File: src/rtl/fall_trig_pkg.sv
// Package: register map, field layout and reset values of the falling-edge trigger block
`default_nettype none
package fall_trig_pkg;
   localparam int          NUM_PINS         = 16;
   localparam logic [11:0] OFF_TRIG_SET     = 12'h000;
   localparam logic [11:0] OFF_TRIG_CLEAR   = 12'h004;
   localparam logic [11:0] OFF_IRQ_STATUS   = 12'h008;
   localparam logic [11:0] OFF_IRQ_MASK     = 12'h00C;
   localparam logic [11:0] OFF_PIN_LEVEL    = 12'h010;
   localparam int          FIELD_LSB        = 0;
   localparam int          FIELD_MSB        = 15;
   localparam logic [15:0] RST_ENABLE_VEC   = 16'h0000;
   localparam logic [15:0] RST_IRQ_MASK     = 16'h0000;
   localparam logic [15:0] RST_IRQ_STATUS   = 16'h0000;
   localparam logic [31:0] RST_RDATA        = 32'h0000_0000;
   localparam int          SYNC_STAGES      = 2;

   // Places a pin-wide field in the low bits of a bus word, upper bits zero
   function automatic logic [31:0] to_word(input logic [15:0] v);
      return {16'h0000, v};
   endfunction
endpackage
`default_nettype wire

File: src/rtl/fall_edge_detect.sv
// Per-pin synchroniser and falling-edge detector
`default_nettype none
module fall_edge_detect #(
   parameter int WIDTH = 16
) (
   // Clock and reset
   input  wire logic             pclk,
   input  wire logic             presetn,
   // Pins and results
   input  wire logic [WIDTH-1:0] pin_async,
   output logic      [WIDTH-1:0] pin_level,
   output logic      [WIDTH-1:0] fall_seen
);
   logic [WIDTH-1:0] meta_q;
   logic [WIDTH-1:0] sync_q;
   logic [WIDTH-1:0] prev_q;

   // Pin count must fit the low half of a bus word
   if (WIDTH < 1 || WIDTH > 16) begin : g_bad_width
      $error("WIDTH out of range");
   end

   // ==========================================
   // Synchroniser: meta_q is read only by sync_q
   always_ff @(posedge pclk or negedge presetn) begin
      if (!presetn) begin
         meta_q <= '0;
         sync_q <= '0;
         prev_q <= '0;
      end else begin
         meta_q <= pin_async;
         sync_q <= meta_q;
         prev_q <= sync_q;
      end
   end

   assign pin_level = sync_q;
   assign fall_seen = prev_q & ~sync_q;

   property p_fall_def;
      @(posedge pclk) disable iff (!presetn)
      fall_seen == ($past(sync_q) & ~sync_q);
   endproperty
   a_fall_def: assert property (p_fall_def) else $error("fall_seen not prev high, now low");
endmodule // fall_edge_detect
`default_nettype wire

File: src/rtl/fall_trig_ctrl.sv
// Falling-edge trigger control: APB registers, edge events and interrupt
`default_nettype none
// Operation
// - Enabled pin with a falling edge raises its interrupt event.
// - Enable vector has no address; only set and clear registers change it.
// - Writing 1 to clear register bit 15-0 clears that enable bit.
// - Zero bits written to clear register leave enable bits unchanged.
// - Reading clear register returns the enable vector in bits 15-0.
// - Clear register bits 31-16 read zero; writes to them ignored.
// - Writing 1 to set register bit sets enable bit; zeros no effect.
module fall_trig_ctrl #(
   parameter int NPINS = fall_trig_pkg::NUM_PINS
) (
   // Clock and reset
   input  wire logic                          pclk,
   input  wire logic                          presetn,
   // APB slave
   input  wire logic                          psel,
   input  wire logic                          penable,
   input  wire logic                          pwrite,
   input  wire logic [11:0]                   paddr,
   input  wire logic [31:0]                   pwdata,
   output logic                               pready,
   output logic                               pslverr,
   output logic      [31:0]                   prdata,
   // Pins and events
   input  wire logic [fall_trig_pkg::NUM_PINS-1:0] general_pin,
   output logic      [fall_trig_pkg::NUM_PINS-1:0] pin_interrupt_event,
   output logic                               irq
);
   import fall_trig_pkg::*;

   logic [NUM_PINS-1:0] falling_trigger_enable_vector_q;
   logic [NUM_PINS-1:0] irq_status_q;
   logic [NUM_PINS-1:0] irq_mask_q;
   logic [NUM_PINS-1:0] event_q;
   logic [NUM_PINS-1:0] pin_level;
   logic [NUM_PINS-1:0] fall_seen;
   logic [NUM_PINS-1:0] event_d;
   logic [NUM_PINS-1:0] wfield;
   logic                wr_en;
   logic                rd_en;
   logic                hit;

   // Register fields are laid out for exactly NUM_PINS pins
   if (NPINS != NUM_PINS) begin : g_bad_npins
      $error("NPINS must equal NUM_PINS");
   end

   // ==========================================
   // Edge detection
   fall_edge_detect #(.WIDTH(NUM_PINS)) u_edge (
      .pclk      (pclk),
      .presetn   (presetn),
      .pin_async (general_pin),
      .pin_level (pin_level),
      .fall_seen (fall_seen)
   );

   // ==========================================
   // APB decode; zero wait states so every access ends in one access cycle
   assign pready  = 1'b1;
   assign wr_en   = psel & penable & pwrite;
   assign rd_en   = psel & ~penable & ~pwrite;
   assign wfield  = pwdata[FIELD_MSB:FIELD_LSB];
   always_comb begin
      case (paddr)
         OFF_TRIG_SET, OFF_TRIG_CLEAR, OFF_IRQ_STATUS, OFF_IRQ_MASK, OFF_PIN_LEVEL: hit = 1'b1;
         default: hit = 1'b0;
      endcase
   end
   // Unmapped addresses answer with an error and read zero
   assign pslverr = psel & penable & ~hit;

   // ==========================================
   // Enable vector: reachable only through set and clear, set wins a tie
   always_ff @(posedge pclk or negedge presetn) begin
      if (!presetn) begin
         falling_trigger_enable_vector_q <= RST_ENABLE_VEC;
      end else if (wr_en && paddr == OFF_TRIG_SET) begin
         falling_trigger_enable_vector_q <= falling_trigger_enable_vector_q | wfield;
      end else if (wr_en && paddr == OFF_TRIG_CLEAR) begin
         falling_trigger_enable_vector_q <= falling_trigger_enable_vector_q & ~wfield;
      end
   end

   // ==========================================
   // Per-pin event pulse, one cycle per qualified edge
   assign event_d = fall_seen & falling_trigger_enable_vector_q;
   always_ff @(posedge pclk or negedge presetn) begin
      if (!presetn) begin
         event_q <= '0;
      end else begin
         event_q <= event_d;
      end
   end
   assign pin_interrupt_event = event_q;

   // ==========================================
   // Interrupt status (write one to clear, a new event beats the clear) and mask
   always_ff @(posedge pclk or negedge presetn) begin
      if (!presetn) begin
         irq_status_q <= RST_IRQ_STATUS;
      end else if (wr_en && paddr == OFF_IRQ_STATUS) begin
         irq_status_q <= (irq_status_q & ~wfield) | event_q;
      end else begin
         irq_status_q <= irq_status_q | event_q;
      end
   end

   always_ff @(posedge pclk or negedge presetn) begin
      if (!presetn) begin
         irq_mask_q <= RST_IRQ_MASK;
      end else if (wr_en && paddr == OFF_IRQ_MASK) begin
         irq_mask_q <= wfield;
      end
   end

   assign irq = |(irq_status_q & irq_mask_q);

   // ==========================================
   // Read data captured in the setup cycle, held through the access cycle
   always_ff @(posedge pclk or negedge presetn) begin
      if (!presetn) begin
         prdata <= RST_RDATA;
      end else if (rd_en) begin
         case (paddr)
            OFF_TRIG_SET:   prdata <= to_word(falling_trigger_enable_vector_q);
            OFF_TRIG_CLEAR: prdata <= to_word(falling_trigger_enable_vector_q);
            OFF_IRQ_STATUS: prdata <= to_word(irq_status_q);
            OFF_IRQ_MASK:   prdata <= to_word(irq_mask_q);
            OFF_PIN_LEVEL:  prdata <= to_word(pin_level);
            default:        prdata <= RST_RDATA;
         endcase
      end
   end

   // ==========================================
   // Checks
   property p_event_cause;
      @(posedge pclk) disable iff (!presetn)
      pin_interrupt_event == ($past(fall_seen) & $past(falling_trigger_enable_vector_q));
   endproperty
   a_event_cause: assert property (p_event_cause) else $error("event without enabled edge");

   property p_vec_stable;
      @(posedge pclk) disable iff (!presetn)
      !(wr_en && (paddr == OFF_TRIG_SET || paddr == OFF_TRIG_CLEAR))
         |=> $stable(falling_trigger_enable_vector_q);
   endproperty
   a_vec_stable: assert property (p_vec_stable) else $error("enable vector changed without access");

   property p_clear_ones;
      @(posedge pclk) disable iff (!presetn)
      (wr_en && paddr == OFF_TRIG_CLEAR) |=> ((falling_trigger_enable_vector_q & $past(wfield)) == '0);
   endproperty
   a_clear_ones: assert property (p_clear_ones) else $error("clear left bit set");

   property p_clear_zeros;
      @(posedge pclk) disable iff (!presetn)
      (wr_en && paddr == OFF_TRIG_CLEAR) |=>
         ((falling_trigger_enable_vector_q & ~$past(wfield)) == ($past(falling_trigger_enable_vector_q) & ~$past(wfield)));
   endproperty
   a_clear_zeros: assert property (p_clear_zeros) else $error("clear disturbed zero bits");

   property p_read_clear;
      @(posedge pclk) disable iff (!presetn)
      (rd_en && paddr == OFF_TRIG_CLEAR) ##1 (psel && penable)
         |-> prdata[15:0] == $past(falling_trigger_enable_vector_q);
   endproperty
   a_read_clear: assert property (p_read_clear) else $error("clear register read wrong");

   property p_reserved_zero;
      @(posedge pclk) disable iff (!presetn)
      prdata[31:16] == 16'h0000;
   endproperty
   a_reserved_zero: assert property (p_reserved_zero) else $error("reserved bits not zero");

   property p_set_ones;
      @(posedge pclk) disable iff (!presetn)
      (wr_en && paddr == OFF_TRIG_SET) |=>
         (falling_trigger_enable_vector_q == ($past(falling_trigger_enable_vector_q) | $past(wfield)));
   endproperty
   a_set_ones: assert property (p_set_ones) else $error("set register write wrong");

   property p_fall_to_event;
      @(posedge pclk) disable iff (!presetn)
      (fall_seen[0] && falling_trigger_enable_vector_q[0]) |=> pin_interrupt_event[0] ##1 !pin_interrupt_event[0];
   endproperty
   a_fall_to_event: assert property (p_fall_to_event) else $error("pin 0 event not one cycle");

   property p_read_set;
      @(posedge pclk) disable iff (!presetn)
      (rd_en && paddr == OFF_TRIG_SET) ##1 (psel && penable)
         |-> prdata[15:0] == $past(falling_trigger_enable_vector_q);
   endproperty
   a_read_set: assert property (p_read_set) else $error("set register read wrong");

   property p_unmapped_ignored;
      @(posedge pclk) disable iff (!presetn)
      (wr_en && !hit) |=> ($stable(falling_trigger_enable_vector_q) && $stable(irq_mask_q));
   endproperty
   a_unmapped_ignored: assert property (p_unmapped_ignored) else $error("unmapped write changed state");

   property p_status_set_wins;
      @(posedge pclk) disable iff (!presetn)
      (|event_q) |=> ((irq_status_q & $past(event_q)) == $past(event_q));
   endproperty
   a_status_set_wins: assert property (p_status_set_wins) else $error("event not latched in status");

   property p_status_clear;
      @(posedge pclk) disable iff (!presetn)
      (wr_en && paddr == OFF_IRQ_STATUS) |=> ((irq_status_q & $past(wfield) & ~$past(event_q)) == '0);
   endproperty
   a_status_clear: assert property (p_status_clear) else $error("status bit not cleared");

   property p_mask_write;
      @(posedge pclk) disable iff (!presetn)
      (wr_en && paddr == OFF_IRQ_MASK) |=> (irq_mask_q == $past(wfield));
   endproperty
   a_mask_write: assert property (p_mask_write) else $error("mask write wrong");
endmodule // fall_trig_ctrl
`default_nettype wire

File: config.mk
export PLATFORM = sky130hd
export DESIGN_NAME = fall_trig_ctrl
export DESIGN_NICKNAME = d
export VERILOG_FILES = /design/src/rtl/fall_trig_pkg.sv /design/src/rtl/fall_edge_detect.sv /design/src/rtl/fall_trig_ctrl.sv
export SDC_FILE = /design/constraint.sdc
export NUM_CORES = 1
export LEC_CHECK = 0
export BUFFER_PORTS_ARGS = -buffer_cell sky130_fd_sc_hd__buf_2
export CORE_MARGIN = 5
export CORE_UTILIZATION = 35
export DETAILED_ROUTE_END_ITERATION = 10
export PLACE_DENSITY = 0.55
export SYNTH_ARGS = -nofsm -noshare
export SYNTH_HDL_FRONTEND = slang
export SYNTH_SLANG_ARGS = --single-unit
File: constraint.sdc
create_clock -name pclk -period 1.5 [get_ports pclk]
set_input_delay 0 -clock pclk [delete_from_list [all_inputs] [get_ports pclk]]
set_output_delay 0 -clock pclk [all_outputs]
set_load 0.03 [all_outputs]
* Word-level counts from Yosys, hierarchy flattened
Cells that the tools add are included.
** Storage, ports and cells
- Word-level logic and storage cells :: 44
- Input port bits :: 65
- Bits in registers :: 144
** Operators by class
- Reductions and logical operators :: 9
- Multiplexer cells :: 5
- Bitwise operators :: 18
- Equality and inequality tests :: 4
** Operator list (count)
- AND 16 bit :: 5
- one-hot mux 16 bit (4 select lines) :: 1
- 2-to-1 mux 16 bit :: 3
- bitwise OR 16 bit :: 3
- inverter 16 bit :: 2
- equality test 12 x 4 -> 1 bit, second input constant :: 2
- OR reduction 16 bit :: 1
- equality test 12 x 3 -> 1 bit, second input constant :: 1
- equality test 12 x 5 -> 1 bit, second input constant :: 1
- logical NOT 12 bit :: 1
- AND 1 bit :: 5
- OR reduction 5 bit :: 1
- logical AND 1 bit :: 4
- inverter 1 bit :: 3
- nonzero test 2 bit :: 1
- OR reduction 2 bit :: 1
- 2-to-1 mux 1 bit :: 1

* Longest topological paths before layout
- Word-level depth :: 5
- Mapped depth :: 7

* Hierarchy
From an unflattened synthesis, not the netlist that was laid out.
** Unflattened totals
- Cells, all modules :: 399
- Area, all modules :: 5126.2 um^2
** By module, submodules not included
- fall_trig_ctrl :: times used 1, cells each 335, area each 3704.8 um^2
- fall_edge_detect :: times used 1, cells each 64, area each 1421.4 um^2

* Least setup slack after synthesis
No wires, ideal clock.
- Kind :: input port to flip-flop
- From :: in paddr[9]
- To :: reg irq_mask_q[10]
- Stages :: 5
- Library setup time :: 127 ps
- Arrival time :: 1427 ps
- Path buffers :: 1
- Slack :: -54 ps
- Path through :: or4_4 nor3_4 nand3_4 buf_6 mux2_1
** On the way
- Cells in the longest elaborated chain, start to end :: 2
** Ends and longest elaborated chain
- start: declaration :: line fall_trig_ctrl.sv:21 : input wire logic [11:0] paddr,
- equality test 12 x 4 -> 1 bit :: line fall_trig_ctrl.sv:114 : end else if (wr_en && paddr == OFF_IRQ_MASK) begin
- logical AND 1 bit :: line fall_trig_ctrl.sv:114
- end signal: assignment :: line fall_trig_ctrl.sv:115 : irq_mask_q <= wfield;
- end: declaration :: line fall_trig_ctrl.sv:35 : logic [NUM_PINS-1:0] irq_mask_q;
No other way between the ends.
A chain may end at the register's enable or synchronous reset.

* Worst setup path after layout
- From :: reg irq_mask_q[4]
- To :: out irq
** On the way
- Cells in the longest elaborated chain, start to end :: 2
** Ends and longest elaborated chain
- AND 16 bit :: line fall_trig_ctrl.sv:119 : assign irq = |(irq_status_q & irq_mask_q);
- OR reduction 16 bit :: line fall_trig_ctrl.sv:119
- end: declaration :: line fall_trig_ctrl.sv:29 : output logic irq
No other way between the ends.

==> flow_summary_export.csv <==
group,metric,value,unit
run_status,outcome,"finished with violations",
run_status,violations,"negative setup slack",
drt,met1_length,5250,µm
power_and_ir_drop,p_comb_share,6.4,%
cts,cts_tree,"built",
critical_path,slowest_stage,"dfrtp_1",
synthesis,synth_top_area_share,64.7,%
synthesis,seq_area_frac_synth,64.7,%
cts,htree_levels,4,
timing,fin_skew,5.50,ps
global_routing,grt_pass1_vias,3669,
drt,drtIter0Drc,162,
cells_and_area,syn2layout_area_growth,34.4,%
power_and_ir_drop,seqPwrFrac,44.1,%
drt,wl_met2,5750,µm
drt,wl_met3,763,µm
critical_path,cp_cell_sequence,"a22o_1, a221oi_2, nand4_1, buf_6",
critical_path,cp.arrival,1630,ps
cells_and_area,nets,605,
power_and_ir_drop,power.leakage,3.32,nW
timing,min_period,1630,ps
cells_and_area,antenna_cells,0,
placement,place_congestion,0.731,
power_and_ir_drop,p_int,6.34,mW
drt,vias,3470,
floorplanning,die_area,16600,µm²
run,maxCapViolations,0,
drt,drtAntennaViolNets,0,
timing,period_share,109,%
timing,hold_violations,0,
timing,clock.fmax,0.613,GHz
worst_hold_path,hold_path_class,"in -> async",
critical_path,endpoint_kind,"primary output",
floorplanning,fp-row-count,43,
drt,drcViolationCount,0,
floorplanning,io_pins,116,
critical_path,reg2reg_slack,220,ps
cts,cts-root-buf,"clkbuf_16",
synthesis,synth_cell_types,34,
synthesis,yosys_warnings,0,
synthesis,async_flop_share,100,%
synthesis,syn-cell-area,4950,µm²
timing,setup_viol,1,
critical_path,worst_setup_path_start_kind,"flip-flop",
synthesis,ys_ff_latch,128,
power_and_ir_drop,switching_share,22.1,%
critical_path,setup.worst_path.class,"reg -> out",
critical_path,cp.required,1500,ps
floorplanning,die_h,129,µm
cts,cts_inserted_buffers,17,
placement,pre_cts_ws,-188,ps
synthesis,syn_inst,399,
cts,path_clk_slew,60,ps
cells_and_area,drive_above_1_share,26.8,%
global_routing,track_usage,15.2,%
synthesis,synth_edf_count,0,
drt,wire_per_inst,16.3,µm
timing,drv_slew,0,
drt,dr.max_layer_used,"met4",
cts,cts.sinks,128,
drt,drt-pass1-iter-count,6,
cells_and_area,final_cell_mix,"dfrtp_1 (128), buf_2 (80), nand2_1 (65), nor2_1 (34), dlygate4sd3_1 (33)",
global_routing,grt_overflow_total,0,
power_and_ir_drop,p_clk_share,49.5,%
power_and_ir_drop,ir_drop,0.000636,V
placement,dpl.cell_count,661,
cts,clk_latency,400,ps
timing,fin_ws,-132,ps
cells_and_area,stdcell_count,732,
critical_path,crit_fanout,2,
floorplanning,start_util,35.6,%
global_routing,grt_pass1_wl,19400,µm
floorplanning,die_w,129,µm
cells_and_area,fill_cells,1262,
critical_path,critPathMaxStageDelay,380,ps
cts,clock_path_buffers,2,
power_and_ir_drop,p_per_area,1220,nW/µm²
synthesis,synth_area_leader_cell,"dfrtp_1",
synthesis,ys_top_cells_by_area,"dfrtp_1 (65%), mux2i_1 (6.3%), nand2_1 (4.9%)",
floorplanning,core-area,13900,µm²
drt,drt-total-wl,11900,µm
global_routing,grt_max_degree,59,
synthesis,synth_flop_cell,"dfrtp_1",
cells_and_area,fin_util,47.9,%
global_routing,antenna_found_initial,0,
synthesis,avgSynthCellArea,12.4,µm²
drt,viasPerCell,4.74,
cells_and_area,final_common_cell,"dfrtp_1",
placement,io_buffers,82,
power_and_ir_drop,p_switching,1.80,mW
placement,place_hpwl,7890,µm
timing,rsz0062_at_grt,"yes",
-- cell type report --
class                           instances  area, µm²  share of cell area, %
Sequential cell                       128       3200                   48.2
Multi-Input combinational cell        237       1560                   23.5
Tap cell                              180        225                   3.39
Timing Repair Buffer                  139       1000                   15.1
Clock buffer                           21        480                   7.22
Clock inverter                         10        110                   1.66
Inverter                               17       63.8                  0.960
-- worst paths after layout --
kind | start | endpoint | cells after the start
worst max register to register | irq_mask_q[4] | prdata[4] | 6
max in group asynchronous | presetn | pin_interrupt_event[0] | 3
worst min register to register | u_edge.meta_q[8] | u_edge.pin_level[8] | 0
min in group pclk | paddr[2] | flip-flop | 3
worst max-delay path | irq_mask_q[4] | irq | 4
worst min-delay path | presetn | prdata[8] | 2
-- critical path: cells and delay by family, from the launching register on --
kind	cells	cell delay (ps)
and+or+nand+nor	1	200
buffers and inverters	1	180
AOI/OAI and AO/OA	2	470
DFF	1	380
-- Yosys cell counts, types with 2 or more instances --
| cell type | count |
|---|---|
| dfrtp_1 | 128 |
| nand2_1 | 65 |
| nor2_1 | 34 |
| mux2i_1 | 31 |
| a221oi_1 | 19 |
| buf_4 | 17 |
| inv_1 | 17 |
| a21o_1 | 16 |
| mux2_1 | 16 |
| o21ai_1 | 16 |
| clkbuf_1 | 8 |
| a22o_1 | 4 |
| buf_6 | 3 |
| buf_1 | 2 |
| buf_2 | 2 |
| conb_1 | 2 |
| nand4_1 | 2 |
-- repair_timing --
item	4_1_cts	5_1_grt
hold buffers	33	0
endpoints found under the hold margin	192	0
resized for setup	6	0
setup buffers	6	1
pin swaps	3	1
endpoints found under the setup margin	1	1
-- kinds of logic after synthesis --
family / share of synthesized area, %
DFF: 64.7
and+or+nand+nor: 10.9
AOI/OAI and AO/OA: 8.55
buffers and inverters: 5.51
muxes: 10.1
other: 0.152
-- through the flow --
stage | TNS, ps | cell area (µm²) | power, mW | hold slack (ps)
5_1_grt | -178 | 6650 | 8.43 | 115
3_3_place_gp | -5150 | 5650 | 4.10 | -32.8
2_1_floorplan | 0 | 5000 | 3.88 | -296
4_1_cts | -128 | 6640 | 8.23 | 77.4
3_5_place_dp | -5420 | 5650 | 4.11 | -24.9
6_report | -132 | 6650 | 8.14 | 82.0
-- power groups by stage --
| stage | registers (mW) | logic (mW) | clock network [mW] |
|---|---|---|---|
| after global routing | 3.60 | 0.575 | 4.26 |
| after detailed placement | 3.65 | 0.459 | 0 |
| after CTS | 3.59 | 0.528 | 4.11 |
| after global placement | 3.65 | 0.453 | 0 |
| final | 3.59 | 0.518 | 4.03 |
| after floorplan | 3.68 | 0.202 | 0 |
-- per-layer routing --
metal / vias up / global-route usage, %
li1: 1614 / -
met1: 1735 / 19.7
met2: 108 / 24.5
met3: 13 / 4.44
met4: 0 / 4.94
met5: - / 0
(Power assumes the default switching activity.)
